[src/asi_pkg.sv]
// asi_pkg: constants and types shared by the active settings image block.
// assumes a 100 MHz core clock and an 8-bit register address space.
package asi_pkg;

  // ----------------------------------------------------------------
  // register offsets
  // ----------------------------------------------------------------
  localparam logic [7:0] ASI_OFS_PEND_CTRL   = 8'h01;
  localparam logic [7:0] ASI_OFS_PEND_RANGE  = 8'h1D;
  localparam logic [7:0] ASI_OFS_ACT_CTRL    = 8'h21;
  localparam logic [7:0] ASI_OFS_ACT_RANGE   = 8'h22;

  // ----------------------------------------------------------------
  // field positions of the active control image
  // ----------------------------------------------------------------
  localparam int ASI_MODE_LSB    = 12;
  localparam int ASI_PIN2_LSB    = 10;
  localparam int ASI_PIN1_LSB    = 8;
  localparam int ASI_CHOFF_LSB   = 4;
  localparam int ASI_NUM_CH      = 4;

  // ----------------------------------------------------------------
  // reset values
  // ----------------------------------------------------------------
  localparam logic [15:0] ASI_CTRL_RST   = 16'h0700;
  localparam logic [15:0] ASI_RANGE_RST  = 16'h0000;
  localparam logic [15:0] ASI_CTRL_MASK  = 16'hFFF0;

  // ----------------------------------------------------------------
  // timing
  // ----------------------------------------------------------------
  localparam int ASI_CLK_PERIOD_NS = 10;
  localparam int ASI_VALID_TIME_MS = 1;
  localparam int ASI_VALID_CYCLES  = (ASI_VALID_TIME_MS * 1000000) / ASI_CLK_PERIOD_NS;

  // ----------------------------------------------------------------
  // encodings
  // ----------------------------------------------------------------
  typedef enum logic [3:0] {
    ASI_MODE_ADAPT_1024 = 4'h0,
    ASI_MODE_ADAPT_256  = 4'h1,
    ASI_MODE_ADAPT_64   = 4'h2,
    ASI_MODE_ADAPT_8    = 4'h3,
    ASI_MODE_CONT_1024  = 4'h4,
    ASI_MODE_CONT_256   = 4'h5,
    ASI_MODE_CONT_64    = 4'h6,
    ASI_MODE_CONT_8     = 4'h7,
    ASI_MODE_SINGLE     = 4'h8,
    ASI_MODE_SINGLE_8X  = 4'h9,
    ASI_MODE_FAST       = 4'hA,
    ASI_MODE_BURST      = 4'hB,
    ASI_MODE_SLEEP      = 4'hF
  } asi_mode_e;

  typedef enum logic [1:0] {
    ASI_PIN_ALERT  = 2'h0,
    ASI_PIN_GP_IN  = 2'h1,
    ASI_PIN_GP_OUT = 2'h2,
    ASI_PIN_SLOW   = 2'h3
  } asi_pin_role_e;

  // rate index: 0 = 1024, 1 = 256, 2 = 64, 3 = 8 samples per second
  localparam logic [1:0] ASI_RATE_8SPS = 2'h3;

endpackage : asi_pkg

[src/asi_active_image.sv]
// asi_active_image: active copies of the control and range settings.
// assumes the serial register engine presents reads on a simple strobe
// port, and that pending values and refresh come from the control bank.
`timescale 1ns/100ps

module asi_active_image
  import asi_pkg::*;
#(
  parameter int NUM_CHANNELS = 4,
  parameter int VALID_CYCLES = ASI_VALID_CYCLES
) (
  // clock and reset
  input  wire logic        i_clock,
  input  wire logic        i_resetn,
  // pending settings and refresh
  input  wire logic [15:0] i_pend_ctrl,
  input  wire logic [15:0] i_pend_range,
  input  wire logic        i_refresh,
  input  wire logic        i_cycle_done,
  // pins and pointer control
  input  wire logic        i_pin1_level,
  input  wire logic        i_pin2_level,
  input  wire logic        i_no_skip,
  // register read port
  input  wire logic        i_rd_en,
  input  wire logic [7:0]  i_rd_addr,
  output logic [15:0]      o_rd_data,
  output logic             o_rd_ack,
  // active settings
  output logic [15:0]      o_ctrl_image,
  output logic [15:0]      o_range_image,
  output logic             o_image_valid,
  output logic             o_rate_change_pending,
  // decoded mode
  output logic             o_adaptive,
  output logic             o_continuous,
  output logic             o_single,
  output logic             o_single_8x,
  output logic             o_fast,
  output logic             o_burst,
  output logic             o_sleep,
  output logic [1:0]       o_rate,
  // pins and channels
  output logic [1:0]       o_pin1_role,
  output logic [1:0]       o_pin2_role,
  output logic             o_pin1_gpio,
  output logic             o_pin2_gpio,
  output logic [3:0]       o_ch_active,
  output logic [3:0]       o_addr_skip
);

  // ----------------------------------------------------------------
  // variant defaults
  // ----------------------------------------------------------------
  localparam logic [3:0] CHOFF_RST =
    (NUM_CHANNELS >= 4) ? 4'h0 :
    (NUM_CHANNELS == 3) ? 4'h1 :
    (NUM_CHANNELS == 2) ? 4'h3 : 4'h7;
  localparam logic [15:0] CTRL_RST =
    ASI_CTRL_RST | (16'(CHOFF_RST) << ASI_CHOFF_LSB);

  // ----------------------------------------------------------------
  // state
  // ----------------------------------------------------------------
  logic [15:0] ctrl_q;
  logic [15:0] range_q;
  logic [15:0] defer_q;
  logic        defer_pend_q;
  logic        seen_refresh_q;
  logic [15:0] rd_data_q;
  logic        rd_ack_q;
  logic        adaptive_q;
  logic        continuous_q;
  logic        single_q;
  logic        single_8x_q;
  logic        fast_q;
  logic        burst_q;
  logic        sleep_q;
  logic [1:0]  rate_q;
  logic [3:0]  ch_active_q;
  logic [3:0]  addr_skip_q;
  logic        pin1_gpio_q;
  logic        pin2_gpio_q;

  // ----------------------------------------------------------------
  // refresh handling
  // ----------------------------------------------------------------
  wire [15:0] pend_ctrl_m = i_pend_ctrl & ASI_CTRL_MASK;
  wire [3:0]  act_mode    = ctrl_q[ASI_MODE_LSB +: 4];
  wire [3:0]  new_mode    = pend_ctrl_m[ASI_MODE_LSB +: 4];
  // a sleeping device ends no cycle, so its rate change needs no wait
  wire        rate_change = (new_mode != act_mode) &&
                            (act_mode != ASI_MODE_SLEEP);
  wire        defer_now   = i_refresh && rate_change;
  wire        apply_now   = i_refresh && !rate_change;
  wire        apply_defer = !i_refresh && defer_pend_q && i_cycle_done;
  wire [15:0] ctrl_d      = apply_now ? pend_ctrl_m : defer_q;

  // whole-word loads: no read can see a half-updated image
  always_ff @(posedge i_clock or negedge i_resetn) begin
    if (!i_resetn) begin
      ctrl_q <= CTRL_RST;
    end else if (apply_now || apply_defer) begin
      ctrl_q <= ctrl_d;
    end
  end

  always_ff @(posedge i_clock or negedge i_resetn) begin
    if (!i_resetn) begin
      defer_q      <= CTRL_RST;
      defer_pend_q <= 1'b0;
    end else if (defer_now) begin
      defer_q      <= pend_ctrl_m;
      defer_pend_q <= 1'b1;
    end else if (apply_now || apply_defer) begin
      defer_pend_q <= 1'b0;
    end
  end

  always_ff @(posedge i_clock or negedge i_resetn) begin
    if (!i_resetn) begin
      range_q <= ASI_RANGE_RST;
    end else if (i_refresh) begin
      range_q <= i_pend_range;
    end
  end

  // ----------------------------------------------------------------
  // validity after refresh
  // ----------------------------------------------------------------
  logic timer_done;

  // one cycle short, the valid flop adds the last one
  asi_delay_timer #(
    .CYCLES (VALID_CYCLES - 1)
  ) u_valid_timer (
    .i_clock  (i_clock),
    .i_resetn (i_resetn),
    .i_start  (i_refresh),
    .o_done   (timer_done)
  );

  always_ff @(posedge i_clock or negedge i_resetn) begin
    if (!i_resetn) begin
      seen_refresh_q <= 1'b0;
    end else if (i_refresh) begin
      seen_refresh_q <= 1'b1;
    end
  end

  // valid only once the delay ran out and no rate change still waits
  wire valid_d = seen_refresh_q && timer_done && !defer_pend_q;

  logic valid_q;
  always_ff @(posedge i_clock or negedge i_resetn) begin
    if (!i_resetn) begin
      valid_q <= 1'b0;
    end else begin
      valid_q <= valid_d && !i_refresh;
    end
  end

  // ----------------------------------------------------------------
  // mode decode
  // ----------------------------------------------------------------
  logic       dec_adaptive;
  logic       dec_continuous;
  logic [1:0] dec_rate;
  logic       dec_single;
  logic       dec_single_8x;
  logic       dec_fast;
  logic       dec_burst;
  logic       dec_sleep;

  asi_mode_decode u_mode_decode (
    .i_code       (act_mode),
    .o_adaptive   (dec_adaptive),
    .o_continuous (dec_continuous),
    .o_rate       (dec_rate),
    .o_single     (dec_single),
    .o_single_8x  (dec_single_8x),
    .o_fast       (dec_fast),
    .o_burst      (dec_burst),
    .o_sleep      (dec_sleep),
    .o_reserved   ()
  );

  // ----------------------------------------------------------------
  // pin roles, rate override and channels
  // ----------------------------------------------------------------
  wire [1:0] pin2_role_sel = ctrl_q[ASI_PIN2_LSB +: 2];
  wire [1:0] pin1_role_sel = ctrl_q[ASI_PIN1_LSB +: 2];
  wire [3:0] ch_off        = ctrl_q[ASI_CHOFF_LSB +: 4];
  wire       slow_force    =
    ((pin1_role_sel == ASI_PIN_SLOW) && i_pin1_level) ||
    ((pin2_role_sel == ASI_PIN_SLOW) && i_pin2_level);
  // override applies to rated modes only; sleep keeps sampling off
  wire       rated         = dec_adaptive || dec_continuous;
  wire [1:0] rate_d        = (slow_force && rated) ? ASI_RATE_8SPS : dec_rate;

  // data of a general pin is kept in the separate data register
  wire pin1_gpio = (pin1_role_sel == ASI_PIN_GP_IN) ||
                   (pin1_role_sel == ASI_PIN_GP_OUT);
  wire pin2_gpio = (pin2_role_sel == ASI_PIN_GP_IN) ||
                   (pin2_role_sel == ASI_PIN_GP_OUT);

  always_ff @(posedge i_clock or negedge i_resetn) begin
    if (!i_resetn) begin
      adaptive_q   <= 1'b0;
      continuous_q <= 1'b0;
      single_q     <= 1'b0;
      single_8x_q  <= 1'b0;
      fast_q       <= 1'b0;
      burst_q      <= 1'b0;
      sleep_q      <= 1'b0;
      rate_q       <= 2'h0;
    end else begin
      adaptive_q   <= dec_adaptive;
      continuous_q <= dec_continuous;
      single_q     <= dec_single;
      single_8x_q  <= dec_single_8x;
      fast_q       <= dec_fast;
      burst_q      <= dec_burst;
      sleep_q      <= dec_sleep;
      rate_q       <= rate_d;
    end
  end

  genvar g;
  generate
    for (g = 0; g < ASI_NUM_CH; g++) begin : g_ch
      // field bit 7 is channel 1, bit 4 is channel 4
      always_ff @(posedge i_clock or negedge i_resetn) begin
        if (!i_resetn) begin
          ch_active_q[g] <= 1'b0;
          addr_skip_q[g] <= 1'b0;
        end else begin
          ch_active_q[g] <= !ch_off[ASI_NUM_CH-1-g];
          addr_skip_q[g] <= ch_off[ASI_NUM_CH-1-g] && !i_no_skip;
        end
      end
    end
  endgenerate

  // ----------------------------------------------------------------
  // register read port
  // ----------------------------------------------------------------
  wire hit_ctrl  = (i_rd_addr == ASI_OFS_ACT_CTRL);
  wire hit_range = (i_rd_addr == ASI_OFS_ACT_RANGE);
  wire [15:0] rd_mux = hit_ctrl  ? (ctrl_q & ASI_CTRL_MASK) :
                       hit_range ? range_q : 16'h0000;

  always_ff @(posedge i_clock or negedge i_resetn) begin
    if (!i_resetn) begin
      rd_data_q <= 16'h0000;
      rd_ack_q  <= 1'b0;
    end else begin
      rd_ack_q  <= i_rd_en;
      if (i_rd_en) begin
        rd_data_q <= rd_mux;
      end
    end
  end

  // ----------------------------------------------------------------
  // outputs
  // ----------------------------------------------------------------
  assign o_rd_data             = rd_data_q;
  assign o_rd_ack              = rd_ack_q;
  assign o_ctrl_image          = ctrl_q;
  assign o_range_image         = range_q;
  assign o_image_valid         = valid_q;
  assign o_rate_change_pending = defer_pend_q;
  assign o_adaptive            = adaptive_q;
  assign o_continuous          = continuous_q;
  assign o_single              = single_q;
  assign o_single_8x           = single_8x_q;
  assign o_fast                = fast_q;
  assign o_burst               = burst_q;
  assign o_sleep               = sleep_q;
  assign o_rate                = rate_q;
  assign o_pin1_role           = ctrl_q[ASI_PIN1_LSB +: 2];
  assign o_pin2_role           = ctrl_q[ASI_PIN2_LSB +: 2];
  assign o_pin1_gpio           = pin1_gpio_q;
  assign o_pin2_gpio           = pin2_gpio_q;
  assign o_ch_active           = ch_active_q;
  assign o_addr_skip           = addr_skip_q;

  always_ff @(posedge i_clock or negedge i_resetn) begin
    if (!i_resetn) begin
      pin1_gpio_q <= 1'b0;
      pin2_gpio_q <= 1'b0;
    end else begin
      pin1_gpio_q <= pin1_gpio;
      pin2_gpio_q <= pin2_gpio;
    end
  end

endmodule : asi_active_image

[src/asi_mode_decode.sv]
// asi_mode_decode: combinational split of the sampling-mode code.
// assumes the caller registers every output it passes on.
`timescale 1ns/100ps
module asi_mode_decode
  import asi_pkg::*;
(
  // mode code
  input  wire logic [3:0] i_code,
  // decoded mode
  output logic            o_adaptive,
  output logic            o_continuous,
  output logic [1:0]      o_rate,
  output logic            o_single,
  output logic            o_single_8x,
  output logic            o_fast,
  output logic            o_burst,
  output logic            o_sleep,
  output logic            o_reserved
);

  // exactly one flag is high for any code, o_reserved alone for codes C to E
  always_comb begin
    o_adaptive   = 1'b0;
    o_continuous = 1'b0;
    o_rate       = i_code[1:0];
    o_single     = 1'b0;
    o_single_8x  = 1'b0;
    o_fast       = 1'b0;
    o_burst      = 1'b0;
    o_sleep      = 1'b0;
    o_reserved   = 1'b0;
    case (i_code)
      ASI_MODE_ADAPT_1024, ASI_MODE_ADAPT_256,
      ASI_MODE_ADAPT_64,   ASI_MODE_ADAPT_8:   o_adaptive   = 1'b1;
      ASI_MODE_CONT_1024,  ASI_MODE_CONT_256,
      ASI_MODE_CONT_64,    ASI_MODE_CONT_8:    o_continuous = 1'b1;
      ASI_MODE_SINGLE:                         o_single     = 1'b1;
      ASI_MODE_SINGLE_8X:                      o_single_8x  = 1'b1;
      ASI_MODE_FAST:                           o_fast       = 1'b1;
      ASI_MODE_BURST:                          o_burst      = 1'b1;
      ASI_MODE_SLEEP:                          o_sleep      = 1'b1;
      default:                                 o_reserved   = 1'b1;
    endcase
  end

endmodule : asi_mode_decode

[src/asi_delay_timer.sv]
// asi_delay_timer: counts a fixed number of cycles after a start pulse.
// assumes start is a one-cycle pulse; a new start restarts the count.
`timescale 1ns/100ps
module asi_delay_timer #(
  parameter int CYCLES = 100000
) (
  // clock and reset
  input  wire logic i_clock,
  input  wire logic i_resetn,
  // control
  input  wire logic i_start,
  // status
  output logic      o_done
);

  localparam int CW = $clog2(CYCLES + 1);
  localparam logic [CW-1:0] LAST = CW'(CYCLES - 1);

  logic [CW-1:0] cnt_q;
  logic          run_q;
  logic          done_q;

  wire at_last = run_q && (cnt_q == LAST);

  always_ff @(posedge i_clock or negedge i_resetn) begin
    if (!i_resetn) begin
      cnt_q  <= '0;
      run_q  <= 1'b0;
      done_q <= 1'b0;
    end else if (i_start) begin
      cnt_q  <= '0;
      run_q  <= 1'b1;
      done_q <= 1'b0;
    end else if (at_last) begin
      run_q  <= 1'b0;
      done_q <= 1'b1;
    end else if (run_q) begin
      cnt_q  <= cnt_q + CW'(1);
    end
  end

  assign o_done = done_q;

endmodule : asi_delay_timer

[config.mk]
export PLATFORM = sky130hd
export DESIGN_NAME = asi_active_image
export DESIGN_NICKNAME = d
export VERILOG_FILES = /design/src/asi_pkg.sv /design/src/asi_active_image.sv /design/src/asi_mode_decode.sv /design/src/asi_delay_timer.sv
export SDC_FILE = /design/constraint.sdc
export NUM_CORES = 1
export LEC_CHECK = 0
export ABC_AREA = 1
export BUFFER_PORTS_ARGS = -buffer_cell sky130_fd_sc_hd__buf_2
export CORE_ASPECT_RATIO = 1.4
export CORE_MARGIN = 1.5
export CORE_UTILIZATION = 50
export CTS_CLUSTER_DIAMETER = 40
export DETAILED_ROUTE_END_ITERATION = 7
export GPL_ROUTABILITY_DRIVEN = 1
export PLACE_DENSITY = 0.76
export SLEW_MARGIN = 30
export SYNTH_ARGS = -nofsm -noshare
export SYNTH_HDL_FRONTEND = slang
export SYNTH_HIERARCHICAL = 1
export SYNTH_SLANG_ARGS = --single-unit
export TNS_END_PERCENT = 100
[constraint.sdc]
create_clock -name i_clock -period 3.7 [get_ports i_clock]
set_clock_uncertainty 0.1 [all_clocks]
set_input_delay 0.37 -clock i_clock [delete_from_list [all_inputs] [get_ports i_clock]]
set_output_delay 0.37 -clock i_clock [all_outputs]
set_load 0.03 [all_outputs]
==> results_dict.tcl <==
set metrics [dict create \
    cts_num_sinks 98 \
    drt_iter0_markers 255 \
    hold_ws_ns -0.0312 \
    cts_setup_buffers 0 \
    finalNetCount 738 \
    clock.fmax_mhz 530 \
    syn_inst 588 \
    h-tree-depth 3 \
    die_h_um 118 \
    worst_slew_pin_slew_ns 0.743 \
    initial_core_util 0.521 \
    clk_latency_ns 0.34 \
    min-delay-path-class "input port to async pin" \
    core-area_sq_um 9080 \
    cts_resized 0 \
    drive_gt1_frac 0.240 \
    path_class "flip-flop to flip-flop" \
    vdd_ir_drop_max_uv 250 \
    netlist_area_sq_um 4730 \
    cts_buffers 9 \
    grt_pass1_vias 3763 \
    ant_nets 0 \
    viasPerCell 5.11 \
    startpoint_type "flip-flop" \
    path_clk_slew_ns 0.07 \
    drc 14 \
    vias 4078 \
    cp.arrival_ns 2.01 \
    worstPathRequired_ns 3.82 \
    drt_pass1_iterations 8 \
    grt_max_degree 85 \
    holdBufCountCts 0 \
    slew_violations 0 \
    cts_tree "done" \
    end_kind "flip-flop" \
    fin_crit_sh 0.510 \
    syn_to_final_growth_pct 18.3 \
    powerDensity_nw_per_um2 631 \
    cts_root_buf "clkbuf_16" \
    crit_fanout 17 \
    clock_path_buffers 2 \
    avgSynthCellArea_sq_um 8.04 \
    layout_setup_ws_ns 1.81 \
    hold_violations 38 \
    drt-total-wl_um 10600 \
    setup_viol 0 \
    pre_cts_slack_ns 1.51 \
    ys_warn_count 6 \
    grt_overflow 0 \
    power_leakage_nw 3.02 \
    slew_headroom 0.505 \
    die_w_um 85.2 \
    antenna_cells 0 \
    final_cell_mix "nand2_1 (211), buf_2 (112), dfrtp_1 (92)" \
    gp_congestion 0.926 \
    hpwl_um 7640 \
    port-buffer-count 113 \
    violations "DRC, hold timing" \
    final_common_cell "nand2_1" \
    rows 41 \
    antenna_found_initial 0 \
    grt_pass1_wl_um 17700 \
    avgRoutedWirePerCell_um 13.3 \
    grt_use_total 0.220 \
    fin_setup_tns_ns 0 \
    status "complete, but fails checks" \
    die_area_sq_um 10100 \
    maxCapViolCount 0 \
    ioPinCount 122 \
    fin_crit_ns 1.89 \
    rsz0062_at_grt "no" \
]
-- report_power, final --
part	switching [mW]	internal [mW]	total (mW)
Clock	0.394	0.612	1.01
Sequential	0.177	1.30	1.48
Combinational	0.764	0.281	1.05
-- path summary, 6_finish.rpt --
check	start	cells past startpoint	endpoint	slack [ns]
max in group asynchronous	i_resetn	2	o_ctrl_image[7]	2.86
hold / removal	i_resetn	1	o_ch_active[2]	-0.03
min in group i_clock	i_no_skip	2	o_addr_skip[3]	0.12
setup / recovery	u_valid_timer/cnt_q[0]	10	u_valid_timer/cnt_q[14]	1.81
hold reg to reg	seen_refresh_q	1	seen_refresh_q	0.37
setup reg to reg	u_valid_timer/cnt_q[0]	10	u_valid_timer/cnt_q[14]	1.81
-- flip-flops by register name (all words and copies together), names as in the netlist, 2 cells and up --
| register | count |
|---|---|
| o_range_image | 16 |
| u_valid_timer/cnt_q | 17 |
| o_rd_data | 16 |
| defer_q | 12 |
| o_addr_skip | 4 |
| o_rate | 2 |
| o_ctrl_image | 12 |
| o_ch_active | 4 |
-- critical path, cell delays in order (launching register included) --
cell	delay, ns
dfrtp_1	0.42
inv_1	0.12
ha_1	0.22
nand2_1	0.07
nor2_1	0.04
nand2_1	0.09
nor2_4	0.06
nor2_4	0.36
nor2_8	0.12
nand2_1	0.09
nand2_1	0.07
-- routing by layer --
metal  vias up  global-route usage  wire length, um  part of all wire
met3        17              0.0386              609             0.057
met4         0              0.0809              231             0.022
met2       129               0.388             5550              0.52
met5         -                   0                0                 0
met1      1902               0.265             4240              0.40
li1       2030                   -                -                 -
-- through the flow --
stage	power [mW]	util	instance area [sq um]	std cells	hold WS, ns
CTS	3.55	0.616	5590	798	0.00545
global placement	2.52	0.580	5260	782	0.349
global route	3.70	0.616	5590	798	0.0468
floorplan	2.24	-	4740	591	-0.0256
detailed placement	2.54	0.580	5270	782	0.358
finish	3.53	0.616	5590	798	-0.0312
-- cell type report --
cell class | instances | area (sq um)
repair buffers | 115 | 587
fillers | 782 | 3490
inverters | 57 | 214
multi-input cells | 405 | 1870
well taps | 107 | 134
clock buffers | 10 | 239
flip-flops and latches | 98 | 2460
clock inverters | 6 | 88.8
Power figures use the tool's default switching activity.
